[src/sico_pkg.sv]
// sico_pkg: register map, field layout, reset values and lookup helpers for the servo I/O conditioning block
package sico_pkg;

  // register byte offsets on the Avalon-MM slave
  localparam int ADDR_W = 5;
  localparam logic [4:0] OFF_CTRL = 5'h00;
  localparam logic [4:0] OFF_POLES = 5'h04;
  localparam logic [4:0] OFF_LINE_SEL = 5'h08;
  localparam logic [4:0] OFF_PPR = 5'h0c;
  localparam logic [4:0] OFF_ZOFFSET = 5'h10;
  localparam logic [4:0] OFF_MON_SEL = 5'h14;
  localparam logic [4:0] OFF_STATUS = 5'h18;

  // control register fields
  localparam int CTRL_ENABLE_INV = 0;
  localparam int CTRL_CW_INV = 1;
  localparam int CTRL_CCW_INV = 2;
  localparam int CTRL_MULTI_INV = 3;
  localparam int CTRL_CCW_INH_EN = 4;
  localparam int CTRL_CW_INH_EN = 5;
  localparam int CTRL_W = 6;

  // monitor select fields
  localparam int MON1_LSB = 0;
  localparam int MON2_LSB = 8;
  localparam int MON_SEL_W = 3;

  // status register fields
  localparam int STAT_COND_LSB = 0;
  localparam int STAT_COMM_EN = 4;
  localparam int STAT_LINES_LSB = 16;

  // reset values
  localparam logic [CTRL_W-1:0] CTRL_RST = 6'h00;
  localparam logic [4:0] POLES_RST = 5'h00;
  localparam logic [3:0] LINE_SEL_RST = 4'h0;
  localparam logic [15:0] PPR_RST = 16'h8000;
  localparam logic [15:0] ZOFFSET_RST = 16'h0000;
  localparam logic [MON_SEL_W-1:0] MON_SEL_RST = 3'h0;

  // line count selection
  localparam logic [3:0] SEL_PROGRAMMABLE = 4'he;
  localparam logic [3:0] SWITCH_USER = 4'h0;

  // monitor DAC
  localparam int DAC_W = 12;
  localparam logic [11:0] DAC_BIAS = 12'h800;

  typedef enum logic [MON_SEL_W-1:0] {
    SICO_MON_VEL_ERR,
    SICO_MON_POS_BIG,
    SICO_MON_CURRENT,
    SICO_MON_VEL_FB,
    SICO_MON_CMD_IN,
    SICO_MON_CMD_OUT,
    SICO_MON_POS_LITTLE,
    SICO_MON_ZERO
  } sico_mon_e;

  // fixed line count for a selector code; the programmable code returns its default
  function automatic logic [15:0] sico_line_table(input logic [3:0] code);
    case (code)
      4'h0: return 16'd500;
      4'h1: return 16'd512;
      4'h2: return 16'd1000;
      4'h3: return 16'd1024;
      4'h4: return 16'd2000;
      4'h5: return 16'd2048;
      4'h6: return 16'd4096;
      4'h7: return 16'd5000;
      4'h8: return 16'd8192;
      4'h9: return 16'd10000;
      4'ha: return 16'd125;
      4'hb: return 16'd128;
      4'hc: return 16'd16384;
      4'hd: return 16'd20000;
      4'he: return PPR_RST;
      default: return 16'd2500;
    endcase
  endfunction : sico_line_table

endpackage : sico_pkg

[src/sico_enc_emu.sv]
// sico_enc_emu: emulated quadrature encoder outputs with shiftable marker
module sico_enc_emu import sico_pkg::*; #(
  parameter int POS_W = 16,
  parameter int LINE_W = 16
) (
  // clock and reset
  input wire logic clk,
  input wire logic rst_n,
  // position and setup
  input wire logic [POS_W-1:0] pos,
  input wire logic [LINE_W-1:0] lines,
  input wire logic [POS_W-1:0] offset,
  input wire logic suppress,
  // emulated encoder
  output logic chan_a,
  output logic chan_b,
  output logic marker
);

  localparam int Q_W = LINE_W + 2;
  localparam int P_W = POS_W + Q_W;
  localparam logic [POS_W-1:0] QUARTER_REV = POS_W'(1) << (POS_W - 2);

  if (POS_W < 4 || LINE_W < 1) begin : g_bad
    $error("sico_enc_emu: widths too small");
  end

  // quadrature count within one revolution: pos * 4 * lines / 2^POS_W
  function automatic logic [Q_W-1:0] quad_index(input logic [POS_W-1:0] p, input logic [LINE_W-1:0] l);
    logic [P_W-1:0] prod;
    prod = {{Q_W{1'b0}}, p} * {{POS_W{1'b0}}, l, 2'b00};
    return prod[P_W-1:POS_W];
  endfunction : quad_index

  logic [Q_W-1:0] qcount_reg;
  logic [Q_W-1:0] qcount_next;
  logic [Q_W-1:0] zcount;
  logic [POS_W-1:0] zpos;
  logic marker_next;

  assign qcount_next = quad_index(pos, lines);
  assign zpos = pos - offset;
  assign zcount = quad_index(zpos, lines);
  assign marker_next = !suppress && (lines != '0) && (zcount == '0);

  always_ff @(posedge clk or negedge rst_n) begin
    if (!rst_n) begin
      qcount_reg <= '0;
      chan_a <= 1'b0;
      chan_b <= 1'b0;
      marker <= 1'b0;
    end else begin
      qcount_reg <= qcount_next;
      chan_a <= qcount_next[1];
      chan_b <= qcount_next[1] ^ qcount_next[0];
      marker <= marker_next;
    end
  end
endmodule : sico_enc_emu

[src/sico_top.sv]
// sico_top: servo digital input conditioning, inhibit clamp, pole setting, encoder emulation and monitor DACs
// Summary of operation
// - enable input is inverted when its invert bit is set, else passed.
// - clockwise-inhibit input is inverted when its invert bit is set, else passed.
// - counter-clockwise-inhibit input is inverted when its invert bit is set, else passed.
// - multi-function input is inverted when its invert bit is set, else passed.
// - each monitor selector routes one chosen internal variable to its DAC.
// - monitor DAC values wrap around instead of saturating.
// - pole setting is a 5-bit N giving 2N poles, even up to 62.
// - pole setting zero switches electronic commutation off.
// - line count selector applies only at switch position 0; others fixed.
// - selector codes other than 14 at switch 0 map to the fixed line count table.
// - quadrature output gives four counts per line per revolution.
// - programmable line count used only at switch 0 and selector code 14.
// - programmable count zero with programmable selected suppresses the marker.
// - marker decoding uses position feedback minus the marker offset.
// - active enabled counter-clockwise inhibit clamps the command to zero or positive.
// - active enabled clockwise inhibit clamps the command to zero or negative.
// - both inhibits enabled and active force the command to zero.
//
// Decided for this implementation: the Avalon-MM slave port and the register offsets.
module sico_top import sico_pkg::*; #(
  parameter int CMD_W = 16,
  parameter int POS_W = 16
) (
  // clock and reset
  input wire logic MCLK,
  input wire logic NRST,
  // Avalon-MM slave
  input wire logic [ADDR_W-1:0] AVS_ADDRESS,
  input wire logic AVS_READ,
  input wire logic AVS_WRITE,
  input wire logic [31:0] AVS_WRITEDATA,
  input wire logic [3:0] AVS_BYTEENABLE,
  output logic [31:0] AVS_READDATA,
  output logic AVS_WAITREQUEST,
  // hardware digital inputs
  input wire logic ENABLE_INPUT,
  input wire logic CW_INHIBIT_INPUT,
  input wire logic CCW_INHIBIT_INPUT,
  input wire logic MULTI_FUNCTION_INPUT,
  input wire logic [3:0] SETUP_ROTARY_SWITCH,
  // servo loop variables
  input wire logic signed [CMD_W-1:0] CMD_IN,
  input wire logic [POS_W-1:0] POSITION_FEEDBACK,
  input wire logic signed [15:0] VEL_ERR,
  input wire logic signed [15:0] VEL_FB,
  input wire logic signed [15:0] CURRENT_FB,
  // conditioned inputs and command
  output logic ENABLE_OUT,
  output logic CW_INHIBIT_OUT,
  output logic CCW_INHIBIT_OUT,
  output logic MULTI_FUNCTION_OUT,
  output logic signed [CMD_W-1:0] CMD_OUT,
  // commutation
  output logic COMMUTATION_ENABLE,
  output logic [5:0] MOTOR_POLES,
  // emulated encoder
  output logic ENC_A,
  output logic ENC_B,
  output logic ENC_Z,
  // monitor DACs
  output logic [DAC_W-1:0] MONITOR1_OUTPUT,
  output logic [DAC_W-1:0] MONITOR2_OUTPUT
);

  if (CMD_W < 2 || POS_W != 16) begin : g_bad
    $error("sico_top: CMD_W must be at least 2 and POS_W must be 16");
  end

  // ---------------- bus slave ----------------
  logic ack_reg;
  logic req;
  logic wr_go;
  logic rd_go;
  logic [31:0] rdata_reg;
  logic [31:0] rdata_next;
  logic [31:0] rd_word;

  logic [CTRL_W-1:0] ctrl_reg;
  logic [CTRL_W-1:0] ctrl_next;
  logic [4:0] poles_reg;
  logic [4:0] poles_next;
  logic [3:0] sel_reg;
  logic [3:0] sel_next;
  logic [15:0] ppr_reg;
  logic [15:0] ppr_next;
  logic [15:0] zoff_reg;
  logic [15:0] zoff_next;
  logic [MON_SEL_W-1:0] mon1_sel_reg;
  logic [MON_SEL_W-1:0] mon1_sel_next;
  logic [MON_SEL_W-1:0] mon2_sel_reg;
  logic [MON_SEL_W-1:0] mon2_sel_next;

  // byte-lane merge of a write into the current register word
  function automatic logic [31:0] merge_be(input logic [31:0] old, input logic [31:0] wd, input logic [3:0] be);
    logic [31:0] res;
    res = old;
    for (int i = 0; i < 4; i++) begin
      if (be[i]) begin
        res[8*i +: 8] = wd[8*i +: 8];
      end
    end
    return res;
  endfunction : merge_be

  // one wait cycle on every access; read data is captured on the first edge so it stands while waitrequest is low
  assign req = AVS_READ || AVS_WRITE;
  assign AVS_WAITREQUEST = req && !ack_reg;
  assign wr_go = AVS_WRITE && ack_reg;
  assign rd_go = AVS_READ && !ack_reg;
  assign AVS_READDATA = rdata_reg;

  logic sel_ctrl;
  logic sel_poles;
  logic sel_line;
  logic sel_ppr;
  logic sel_zoff;
  logic sel_mon;
  logic sel_stat;
  assign sel_ctrl = AVS_ADDRESS == OFF_CTRL;
  assign sel_poles = AVS_ADDRESS == OFF_POLES;
  assign sel_line = AVS_ADDRESS == OFF_LINE_SEL;
  assign sel_ppr = AVS_ADDRESS == OFF_PPR;
  assign sel_zoff = AVS_ADDRESS == OFF_ZOFFSET;
  assign sel_mon = AVS_ADDRESS == OFF_MON_SEL;
  assign sel_stat = AVS_ADDRESS == OFF_STATUS;

  logic [31:0] ctrl_word;
  logic [31:0] poles_word;
  logic [31:0] line_word;
  logic [31:0] ppr_word;
  logic [31:0] zoff_word;
  logic [31:0] mon_word;
  logic [31:0] stat_word;
  logic [31:0] ctrl_wr;
  logic [31:0] poles_wr;
  logic [31:0] line_wr;
  logic [31:0] ppr_wr;
  logic [31:0] zoff_wr;
  logic [31:0] mon_wr;

  assign ctrl_word = {{(32-CTRL_W){1'b0}}, ctrl_reg};
  assign poles_word = {27'h0000000, poles_reg};
  assign line_word = {28'h0000000, sel_reg};
  assign ppr_word = {16'h0000, ppr_reg};
  assign zoff_word = {16'h0000, zoff_reg};
  assign mon_word = {21'h000000, mon2_sel_reg, 5'h00, mon1_sel_reg};

  assign ctrl_wr = merge_be(ctrl_word, AVS_WRITEDATA, AVS_BYTEENABLE);
  assign poles_wr = merge_be(poles_word, AVS_WRITEDATA, AVS_BYTEENABLE);
  assign line_wr = merge_be(line_word, AVS_WRITEDATA, AVS_BYTEENABLE);
  assign ppr_wr = merge_be(ppr_word, AVS_WRITEDATA, AVS_BYTEENABLE);
  assign zoff_wr = merge_be(zoff_word, AVS_WRITEDATA, AVS_BYTEENABLE);
  assign mon_wr = merge_be(mon_word, AVS_WRITEDATA, AVS_BYTEENABLE);

  assign ctrl_next = (wr_go && sel_ctrl) ? ctrl_wr[CTRL_W-1:0] : ctrl_reg;
  assign poles_next = (wr_go && sel_poles) ? poles_wr[4:0] : poles_reg;
  assign sel_next = (wr_go && sel_line) ? line_wr[3:0] : sel_reg;
  assign ppr_next = (wr_go && sel_ppr) ? ppr_wr[15:0] : ppr_reg;
  assign zoff_next = (wr_go && sel_zoff) ? zoff_wr[15:0] : zoff_reg;
  assign mon1_sel_next = (wr_go && sel_mon) ? mon_wr[MON1_LSB +: MON_SEL_W] : mon1_sel_reg;
  assign mon2_sel_next = (wr_go && sel_mon) ? mon_wr[MON2_LSB +: MON_SEL_W] : mon2_sel_reg;

  // unmapped addresses read as zero and ignore writes
  assign rd_word = sel_ctrl ? ctrl_word :
                   sel_poles ? poles_word :
                   sel_line ? line_word :
                   sel_ppr ? ppr_word :
                   sel_zoff ? zoff_word :
                   sel_mon ? mon_word :
                   sel_stat ? stat_word : 32'h00000000;
  assign rdata_next = rd_go ? rd_word : rdata_reg;

  always_ff @(posedge MCLK or negedge NRST) begin
    if (!NRST) begin
      ack_reg <= 1'b0;
      rdata_reg <= 32'h00000000;
    end else begin
      ack_reg <= req && !ack_reg;
      rdata_reg <= rdata_next;
    end
  end

  always_ff @(posedge MCLK or negedge NRST) begin
    if (!NRST) begin
      ctrl_reg <= CTRL_RST;
      poles_reg <= POLES_RST;
      sel_reg <= LINE_SEL_RST;
      ppr_reg <= PPR_RST;
      zoff_reg <= ZOFFSET_RST;
      mon1_sel_reg <= MON_SEL_RST;
      mon2_sel_reg <= MON_SEL_RST;
    end else begin
      ctrl_reg <= ctrl_next;
      poles_reg <= poles_next;
      sel_reg <= sel_next;
      ppr_reg <= ppr_next;
      zoff_reg <= zoff_next;
      mon1_sel_reg <= mon1_sel_next;
      mon2_sel_reg <= mon2_sel_next;
    end
  end

  // ---------------- pin conditioning ----------------
  // bits 3:0 digital inputs, bits 7:4 rotary switch
  logic [7:0] pins;
  logic [7:0] sync1_reg;
  logic [7:0] sync2_reg;
  logic [7:0] sync3_reg;
  logic [7:0] filt_reg;
  logic [7:0] filt_next;
  logic [3:0] invert;
  logic [3:0] cond_reg;
  logic [3:0] cond_next;
  logic [3:0] switch_pos;

  assign pins = {SETUP_ROTARY_SWITCH, MULTI_FUNCTION_INPUT, CCW_INHIBIT_INPUT, CW_INHIBIT_INPUT, ENABLE_INPUT};
  // a bit follows once stages two and three agree, else holds
  assign filt_next = (sync2_reg & sync3_reg) | (filt_reg & (sync2_reg | sync3_reg));
  assign invert = {ctrl_reg[CTRL_MULTI_INV], ctrl_reg[CTRL_CCW_INV], ctrl_reg[CTRL_CW_INV], ctrl_reg[CTRL_ENABLE_INV]};
  assign cond_next = filt_reg[3:0] ^ invert;
  assign switch_pos = filt_reg[7:4];

  always_ff @(posedge MCLK or negedge NRST) begin
    if (!NRST) begin
      sync1_reg <= 8'h00;
      sync2_reg <= 8'h00;
      sync3_reg <= 8'h00;
      filt_reg <= 8'h00;
      cond_reg <= 4'h0;
    end else begin
      sync1_reg <= pins;
      sync2_reg <= sync1_reg;
      sync3_reg <= sync2_reg;
      filt_reg <= filt_next;
      cond_reg <= cond_next;
    end
  end

  assign ENABLE_OUT = cond_reg[0];
  assign CW_INHIBIT_OUT = cond_reg[1];
  assign CCW_INHIBIT_OUT = cond_reg[2];
  assign MULTI_FUNCTION_OUT = cond_reg[3];

  // ---------------- inhibit clamp ----------------
  logic cw_limit;
  logic ccw_limit;
  logic signed [CMD_W-1:0] cmd_reg;
  logic signed [CMD_W-1:0] cmd_next;

  function automatic logic signed [CMD_W-1:0] clamp_cmd(input logic signed [CMD_W-1:0] c, input logic ccw_lim,
                                                        input logic cw_lim);
    if (ccw_lim && cw_lim) begin
      return '0;
    end else if (ccw_lim && c < 0) begin
      return '0;
    end else if (cw_lim && c > 0) begin
      return '0;
    end
    return c;
  endfunction : clamp_cmd

  assign ccw_limit = ctrl_reg[CTRL_CCW_INH_EN] && cond_reg[2];
  assign cw_limit = ctrl_reg[CTRL_CW_INH_EN] && cond_reg[1];
  assign cmd_next = clamp_cmd(CMD_IN, ccw_limit, cw_limit);

  always_ff @(posedge MCLK or negedge NRST) begin
    if (!NRST) begin
      cmd_reg <= '0;
    end else begin
      cmd_reg <= cmd_next;
    end
  end

  assign CMD_OUT = cmd_reg;

  // ---------------- commutation ----------------
  assign COMMUTATION_ENABLE = poles_reg != 5'h00;
  assign MOTOR_POLES = {poles_reg, 1'b0};

  // ---------------- encoder emulation ----------------
  logic [15:0] active_lines;
  logic user_switch;
  logic prog_sel;
  logic marker_suppress;

  assign user_switch = switch_pos == SWITCH_USER;
  assign prog_sel = user_switch && sel_reg == SEL_PROGRAMMABLE;
  // other switch positions index the same fixed table
  assign active_lines = prog_sel ? ppr_reg :
                        user_switch ? sico_line_table(sel_reg) :
                        sico_line_table(switch_pos);
  // the host gates the marker by writing a zero programmable count while code 14 is selected at switch 0
  assign marker_suppress = prog_sel && ppr_reg == 16'h0000;
  assign stat_word = {active_lines, 11'h000, COMMUTATION_ENABLE, cond_reg};

  sico_enc_emu #(
    .POS_W(POS_W),
    .LINE_W(16)
  ) u_enc (
    .clk(MCLK),
    .rst_n(NRST),
    .pos(POSITION_FEEDBACK),
    .lines(active_lines),
    .offset(zoff_reg),
    .suppress(marker_suppress),
    .chan_a(ENC_A),
    .chan_b(ENC_B),
    .marker(ENC_Z)
  );

  // ---------------- monitor DACs ----------------
  logic [DAC_W-1:0] mon1_reg;
  logic [DAC_W-1:0] mon2_reg;
  logic [DAC_W-1:0] mon1_next;
  logic [DAC_W-1:0] mon2_next;
  logic [15:0] cmd_in_ext;
  logic [15:0] cmd_out_ext;
  logic [15:0] mon1_pick;
  logic [15:0] mon2_pick;

  assign cmd_in_ext = 16'(CMD_IN);
  assign cmd_out_ext = 16'(cmd_reg);

  // every source is an argument so the selection re-evaluates whenever any source moves
  function automatic logic [15:0] mon_pick(input logic [MON_SEL_W-1:0] s, input logic [15:0] ve, input logic [15:0] pf,
                                           input logic [15:0] cf, input logic [15:0] vf, input logic [15:0] cin,
                                           input logic [15:0] cout);
    case (sico_mon_e'(s))
      SICO_MON_VEL_ERR: return ve;
      SICO_MON_POS_BIG: return pf;
      SICO_MON_CURRENT: return cf;
      SICO_MON_VEL_FB: return vf;
      SICO_MON_CMD_IN: return cin;
      SICO_MON_CMD_OUT: return cout;
      SICO_MON_POS_LITTLE: return {pf[11:0], 4'h0};
      default: return 16'h0000;
    endcase
  endfunction : mon_pick

  // modular add around mid-scale: overrange wraps to the opposite end
  assign mon1_pick = mon_pick(mon1_sel_reg, VEL_ERR, POSITION_FEEDBACK, CURRENT_FB, VEL_FB, cmd_in_ext, cmd_out_ext);
  assign mon2_pick = mon_pick(mon2_sel_reg, VEL_ERR, POSITION_FEEDBACK, CURRENT_FB, VEL_FB, cmd_in_ext, cmd_out_ext);
  assign mon1_next = mon1_pick[15:4] + DAC_BIAS;
  assign mon2_next = mon2_pick[15:4] + DAC_BIAS;

  always_ff @(posedge MCLK or negedge NRST) begin
    if (!NRST) begin
      mon1_reg <= DAC_BIAS;
      mon2_reg <= DAC_BIAS;
    end else begin
      mon1_reg <= mon1_next;
      mon2_reg <= mon2_next;
    end
  end

  assign MONITOR1_OUTPUT = mon1_reg;
  assign MONITOR2_OUTPUT = mon2_reg;
endmodule : sico_top

[config.mk]
export PLATFORM = sky130hd
export DESIGN_NAME = sico_top
export DESIGN_NICKNAME = d
export VERILOG_FILES = /design/src/sico_pkg.sv /design/src/sico_enc_emu.sv /design/src/sico_top.sv
export SDC_FILE = /design/constraint.sdc
export NUM_CORES = 1
export LEC_CHECK = 0
export BUFFER_PORTS_ARGS = -buffer_cell sky130_fd_sc_hd__buf_2
export CAP_MARGIN = 15
export CORE_MARGIN = 2
export CORE_UTILIZATION = 52
export CTS_BUF_LIST = sky130_fd_sc_hd__clkbuf_8
export DETAILED_ROUTE_END_ITERATION = 8
export GPL_TIMING_DRIVEN = 0
export MAX_ROUTING_LAYER = met4
export PLACE_DENSITY = 0.72
export SKIP_CTS_REPAIR_TIMING = 1
export SLEW_MARGIN = 20
export SYNTH_ARGS = -nofsm -noshare
export SYNTH_HDL_FRONTEND = slang
export SYNTH_SLANG_ARGS = --single-unit
[constraint.sdc]
create_clock -name MCLK -period 10.7 [get_ports MCLK]
set_clock_uncertainty 0.1 [all_clocks]
set_input_delay 1.07 -clock MCLK [delete_from_list [all_inputs] [get_ports MCLK]]
set_output_delay 1.07 -clock MCLK [all_outputs]
set_load 0.02 [all_outputs]
==> impl_metrics.ini, run 1 <==
[run_status]
status = finished clean

[routing]
vias = 17100
viasPerCell = 5.77
drt-total-wl_um = 62200
drc_errors = 0
ant_nets = 0
wl_per_cell_um = 21.1
drtIter0Drc = 1414
first_pass_iters = 6

[logic_synthesis]
synth_area_leaders = fa_1 27%, dfrtp_1 20%, ha_1 10%
synth_cell_types = 91
synth_common_cells = 356 x inv_1, 302 x nand2_1, 273 x fa_1
avgSynthCellArea_um2 = 9.28
ys_seq_area_share_pct = 20.2
netlist.area_leader.share_pct = 26.7
syn_nets = 2782
synthCells = 2206
syn-cell-area_um2 = 20500
yosys_warnings = 0
postSynth.asyncResetShare_pct = 100
yosys.cell_count.top_type = inv_1
synth_flop_cell = dfrtp_1
synth-edff-count = 0
ys_seq_elements = 165
yosysTopAreaCell = fa_1

[sta]
maxSlewViolCount = 0
period_minus_slack_ns = 10.36
rsz0062_at_grt = no
hold_viol = 0
slew_headroom_pct = 18.2
setup_slack_ns = 0.337
worstMarginPinSlew_ns = 1.23
finalCritPeriodShare_pct = 96.9
tns_ns = 0
max_clock_freq_mhz = 96.5
setup_viol = 0

[setup_path]
cp_max_fo = 10
path_common_cell = fa_1
worstPathRequired_ns = 10.96
criticalPathCategory = in2reg
crit_slowest_cell = fa_1
cpPeakStageDelay_ns = 0.52
startpoint_type = input pin
endpoint_kind = flop
crit_arrival_ns = 10.62

[clocking]
cts_buffers = 17
clkTransAtPathRegs_ns = 0.11
clock_sinks = 165
cts_tree = done
clockRootBuffer = clkbuf_8
clockBufferDepth = 2
htree_levels = 4
clock_latency_ns = 0.49

[floorplanning]
die_w_um = 202
core_um2 = 38700
fp.dieH_um = 202
start_util_pct = 52.9
ios = 220
rows = 72
die-area_um2 = 41000

[layout]
area_growth_pct = 10.5
largest_reg_flops = 32
nFillCells = 3559
drive_above_1_share_pct = 15.2
nets = 2992
stdcell_count = 2954

[power]
cellLeakagePower_nw = 10.9
power_mw = 4.94
vdd_drop_max_v = 0.000253
p_per_area_nw_per_um2 = 218

[placed_design]
io_buffers = 187
dp_cells = 2912
dp_slack_ns = -0.686
dp_hpwl_um = 50400
place.gp.congestion = 0.985

[global_routing]
grt_pass1_vias = 18000
grt_util_all_layers_pct = 32.4
grt_overflow = 0
antenna_found_initial = 7
grt_start_max_net_pins = 104
grt_pass1_wl_um = 98500

[run]
max-cap-violations = 0

[worst_hold_path]
hp-class = reg2reg
==> stage by stage <==
stage / hold slack, ns / util, % / instance area (um2)
finish: 0.266 / 58.4 / 22600
global placement: 0.233 / 57.0 / 22100
floorplan: 0.231 / - / 20500
global route: 0.271 / 58.4 / 22600
CTS: 0.269 / 58.2 / 22500
detailed placement: 0.236 / 57.1 / 22100
==> layout by cell type (no fill, tap or decap), types with 65 or more instances in the layout <==
cell,synthesis,layout
o21ai_0,66,65
fa_1,273,273
clkbuf_1,85,83
mux2_2,65,65
nand2_1,302,302
ha_1,170,170
nor2_1,171,171
buf_2,11,197
dfrtp_1,162,162
and2_1,68,68
inv_1,356,356
==> power breakdown <==
part           switching, mW  internal (mW)
clock network          0.296          0.184
registers             0.0410          0.683
logic                   2.20           1.53
total                   2.54           2.40
==> area by class of cell <==
class                      count  area, um2  share of cell area [%]
sequential                   165       4130                    18.3
multi-input combinational   1577      14600                    64.6
buffer                       106        448                    1.98
clock buffer                  17        234                    1.03
tap                          518        648                    2.86
timing repair buffer         191        996                    4.40
antenna                        7       17.5                  0.0774
clock inverter                15        193                   0.851
inverter                     358       1340                    5.94
==> final timing paths <==
path | start | end | slack (ns) | depth (start not counted)
max | POSITION_FEEDBACK[0] | u_enc.marker | 0.34 | 33
min | sync1_reg[5] | sync2_reg[5] | 0.27 | 0
max reg2reg | sel_reg[0] | u_enc.marker | 0.87 | 28
min reg2reg | sync1_reg[5] | sync2_reg[5] | 0.27 | 0
max in group asynchronous | NRST | ppr_reg[15] | 9.25 | 2
min in group asynchronous | NRST | cond_reg[2] | 0.39 | 1
==> worst max-delay path: cells and delay by family <==
| family | cells | cell delay, ns |
|---|---|---|
| simple gates | 6 | 0.98 |
| xor+xnor | 1 | 0.35 |
| buf+inv | 5 | 1.05 |
| fa+ha+maj | 9 | 3.81 |
| mux | 1 | 0.21 |
| compound gates | 11 | 3.09 |
==> cell families (layout without fill, tap and decap cells) <==
logic type / count (synthesis) / in the layout / share of synthesized area (%)
DFF: 165 / 165 / 20.2
AOI/OAI and AO/OA: 272 / 272 / 9.00
and+or+nand+nor: 684 / 684 / 15.3
other: 1 / 8 / 0.0183
buffers and inverters: 464 / 687 / 8.74
muxes: 107 / 107 / 6.42
adders and majority gates: 451 / 451 / 37.5
xor gates and xnor gates: 62 / 62 / 2.87
==> per-layer routing <==
layer  vias to the layer above  part of all wire (%)  global-route usage, %
met5                         -                     0                      -
met4                         0                   4.2                   12.2
met3                       177                   9.1                   7.30
met2                       774                    47                   50.7
met1                      8608                    40                   41.3
li1                       7491                     -                      -
Note: power is estimated with default switching activity, not from simulation.
==> run 2: changes to the inputs <==
==> constraint.sdc (replaced) <==
create_clock -name MCLK -period 10.7 [get_ports MCLK]
set_clock_uncertainty 0.1 [all_clocks]
set_input_delay 2.14 -clock MCLK [delete_from_list [all_inputs] [get_ports MCLK]]
set_output_delay 2.14 -clock MCLK [all_outputs]
set_load 0.02 [all_outputs]
==> run 2 against run 1 <==
Hold slack lost 0.0017 ns. Non-clock buffer count grew 11. Power grew 2.1%. Flip-flop and latch count is the same. Core utilization grew 0.60 points. Via count grew 0.56%. Fmax shrank 1.4%. Critical endpoint unchanged. Critical path depth shrank 2. Wire length grew 0.85%. Highest routed layer unchanged. Final cell count grew 0.37%. Die area is the same. Sequential power is essentially flat.
==> impl_metrics.ini, run 2 (same netlist as run 1, synthesis figures left out) <==
[run_status]
status = finished clean

[power]
switching_power_mw = 2.61
power.internal_mw = 2.43
power_mw = 5.04
switching_share_pct = 51.8
power_frac_seq_pct = 14.4
vdd_drop_max_v = 0.000276
clkPwrFrac_pct = 9.5
p_comb_share_pct = 76.1
cellLeakagePower_nw = 11.0
p_per_area_nw_per_um2 = 220

[placed_design]
place.gp.congestion = 0.985
dp_slack_ns = -1.76
dp_hpwl_um = 50400
dp_cells = 2912
io_buffers = 187
place_area_um2 = 22100

[global_routing]
grt_pass1_vias = 18000
grtUsageMet2_pct = 50.7
grt_overflow = 0
grt_start_max_net_pins = 104
grt_pass1_wl_um = 98500
grt_util_met3_pct = 7.30
use_met1_pct = 41.3
grt_util_all_layers_pct = 32.4
antenna_found_initial = 7
busiest_layer = met2

[setup_path]
endpoint_kind = flop
path_common_cell = fa_1
cp_max_fo = 10
worstPathRequired_ns = 10.98
startpoint_type = input pin
crit_slowest_cell = fa_1
criticalPathCategory = in2reg
crit_arrival_ns = 10.79
r2r_setup_slack_ns = 1.07
critical-path-top-delay-family = adder cells
cpPeakStageDelay_ns = 0.54
cp_num_buf_inv = 5

[sta]
setup_viol = 0
max_clock_freq_mhz = 95.2
hold_viol = 0
finalCritPeriodShare_pct = 98.2
maxSlewViolCount = 0
slew_headroom_pct = 19.6
period_minus_slack_ns = 10.51
worstMarginPinSlew_ns = 1.21
setup_slack_ns = 0.192

[routing]
vias = 17100
drt-total-wl_um = 62800
wl_per_cell_um = 21.2
drc_errors = 0
first_pass_iters = 5
ant_nets = 0
viasPerCell = 5.78
drtIter0Drc = 1589

[clocking]
clockRootBuffer = clkbuf_8
cts_tree = done
clkTransAtPathRegs_ns = 0.11
htree_levels = 4
clock_sinks = 165
clockBufferDepth = 2
cts_buffers = 17
clock_latency_ns = 0.48

[layout]
mostFrequentLayoutCells = 355 x inv_1, 302 x nand2_1, 272 x fa_1
area_growth_pct = 11.7
stdcell_count = 2965
design_area_um2 = 22900
nets = 3003
final_common_cell = inv_1
largest_reg_flops = 32
final_util_pct = 59.0
drive_above_1_share_pct = 16.0

[floorplanning]
die-area_um2 = 41000
die_w_um = 202
rows = 72
core_um2 = 38700
ios = 220
fp.dieH_um = 202
start_util_pct = 52.9

[worst_hold_path]
hp-class = reg2reg

[run]
max-cap-violations = 0
==> run 2: stage by stage <==
stage          hold WS [ns]  TNS (ns)
2_1_floorplan         0.231         0
3_3_place_gp          0.233     -1.70
3_5_place_dp          0.236     -1.76
4_1_cts               0.269     -1.31
5_1_grt               0.271   -0.0614
6_report              0.265         0
==> run 2: worst paths after layout <==
| kind | endpoint | cells past startpoint | from |
|---|---|---|---|
| max in group asynchronous | MONITOR2_OUTPUT[5] | 2 | NRST |
| max | u_enc.marker | 31 | POSITION_FEEDBACK[0] |
| min | sync2_reg[5] | 0 | sync1_reg[5] |
| max reg2reg | u_enc.marker | 29 | sel_reg[0] |
| min in group asynchronous | cond_reg[2] | 1 | NRST |
| min reg2reg | sync2_reg[5] | 0 | sync1_reg[5] |
==> run 2: metal layers <==
metal / share of wire [%] / up-vias
met5: 0 / -
met4: 4.0 / 0
met3: 9.2 / 166
met2: 47 / 808
met1: 40 / 8658
li1: - / 7514
==> run 2: cell type report <==
cell class / count / area (um2)
Sequential cell: 165 / 4130
Clock inverter: 15 / 193
Buffer: 105 / 454
Antenna cell: 7 / 17.5
Fill cell: 3519 / 15900
Tap cell: 518 / 648
Clock buffer: 17 / 234
Timing Repair Buffer: 203 / 1090
Multi-Input combinational cell: 1577 / 14800
Inverter: 358 / 1350
==> run 2: power groups by stage <==
stage | sequential (mW) | clock [mW] | combinational [mW]
2_1_floorplan | 0.760 | 0 | 2.72
3_3_place_gp | 0.734 | 0 | 3.54
3_5_place_dp | 0.736 | 0 | 3.68
4_1_cts | 0.723 | 0.486 | 3.71
5_1_grt | 0.729 | 0.508 | 4.33
6_report | 0.725 | 0.480 | 3.84
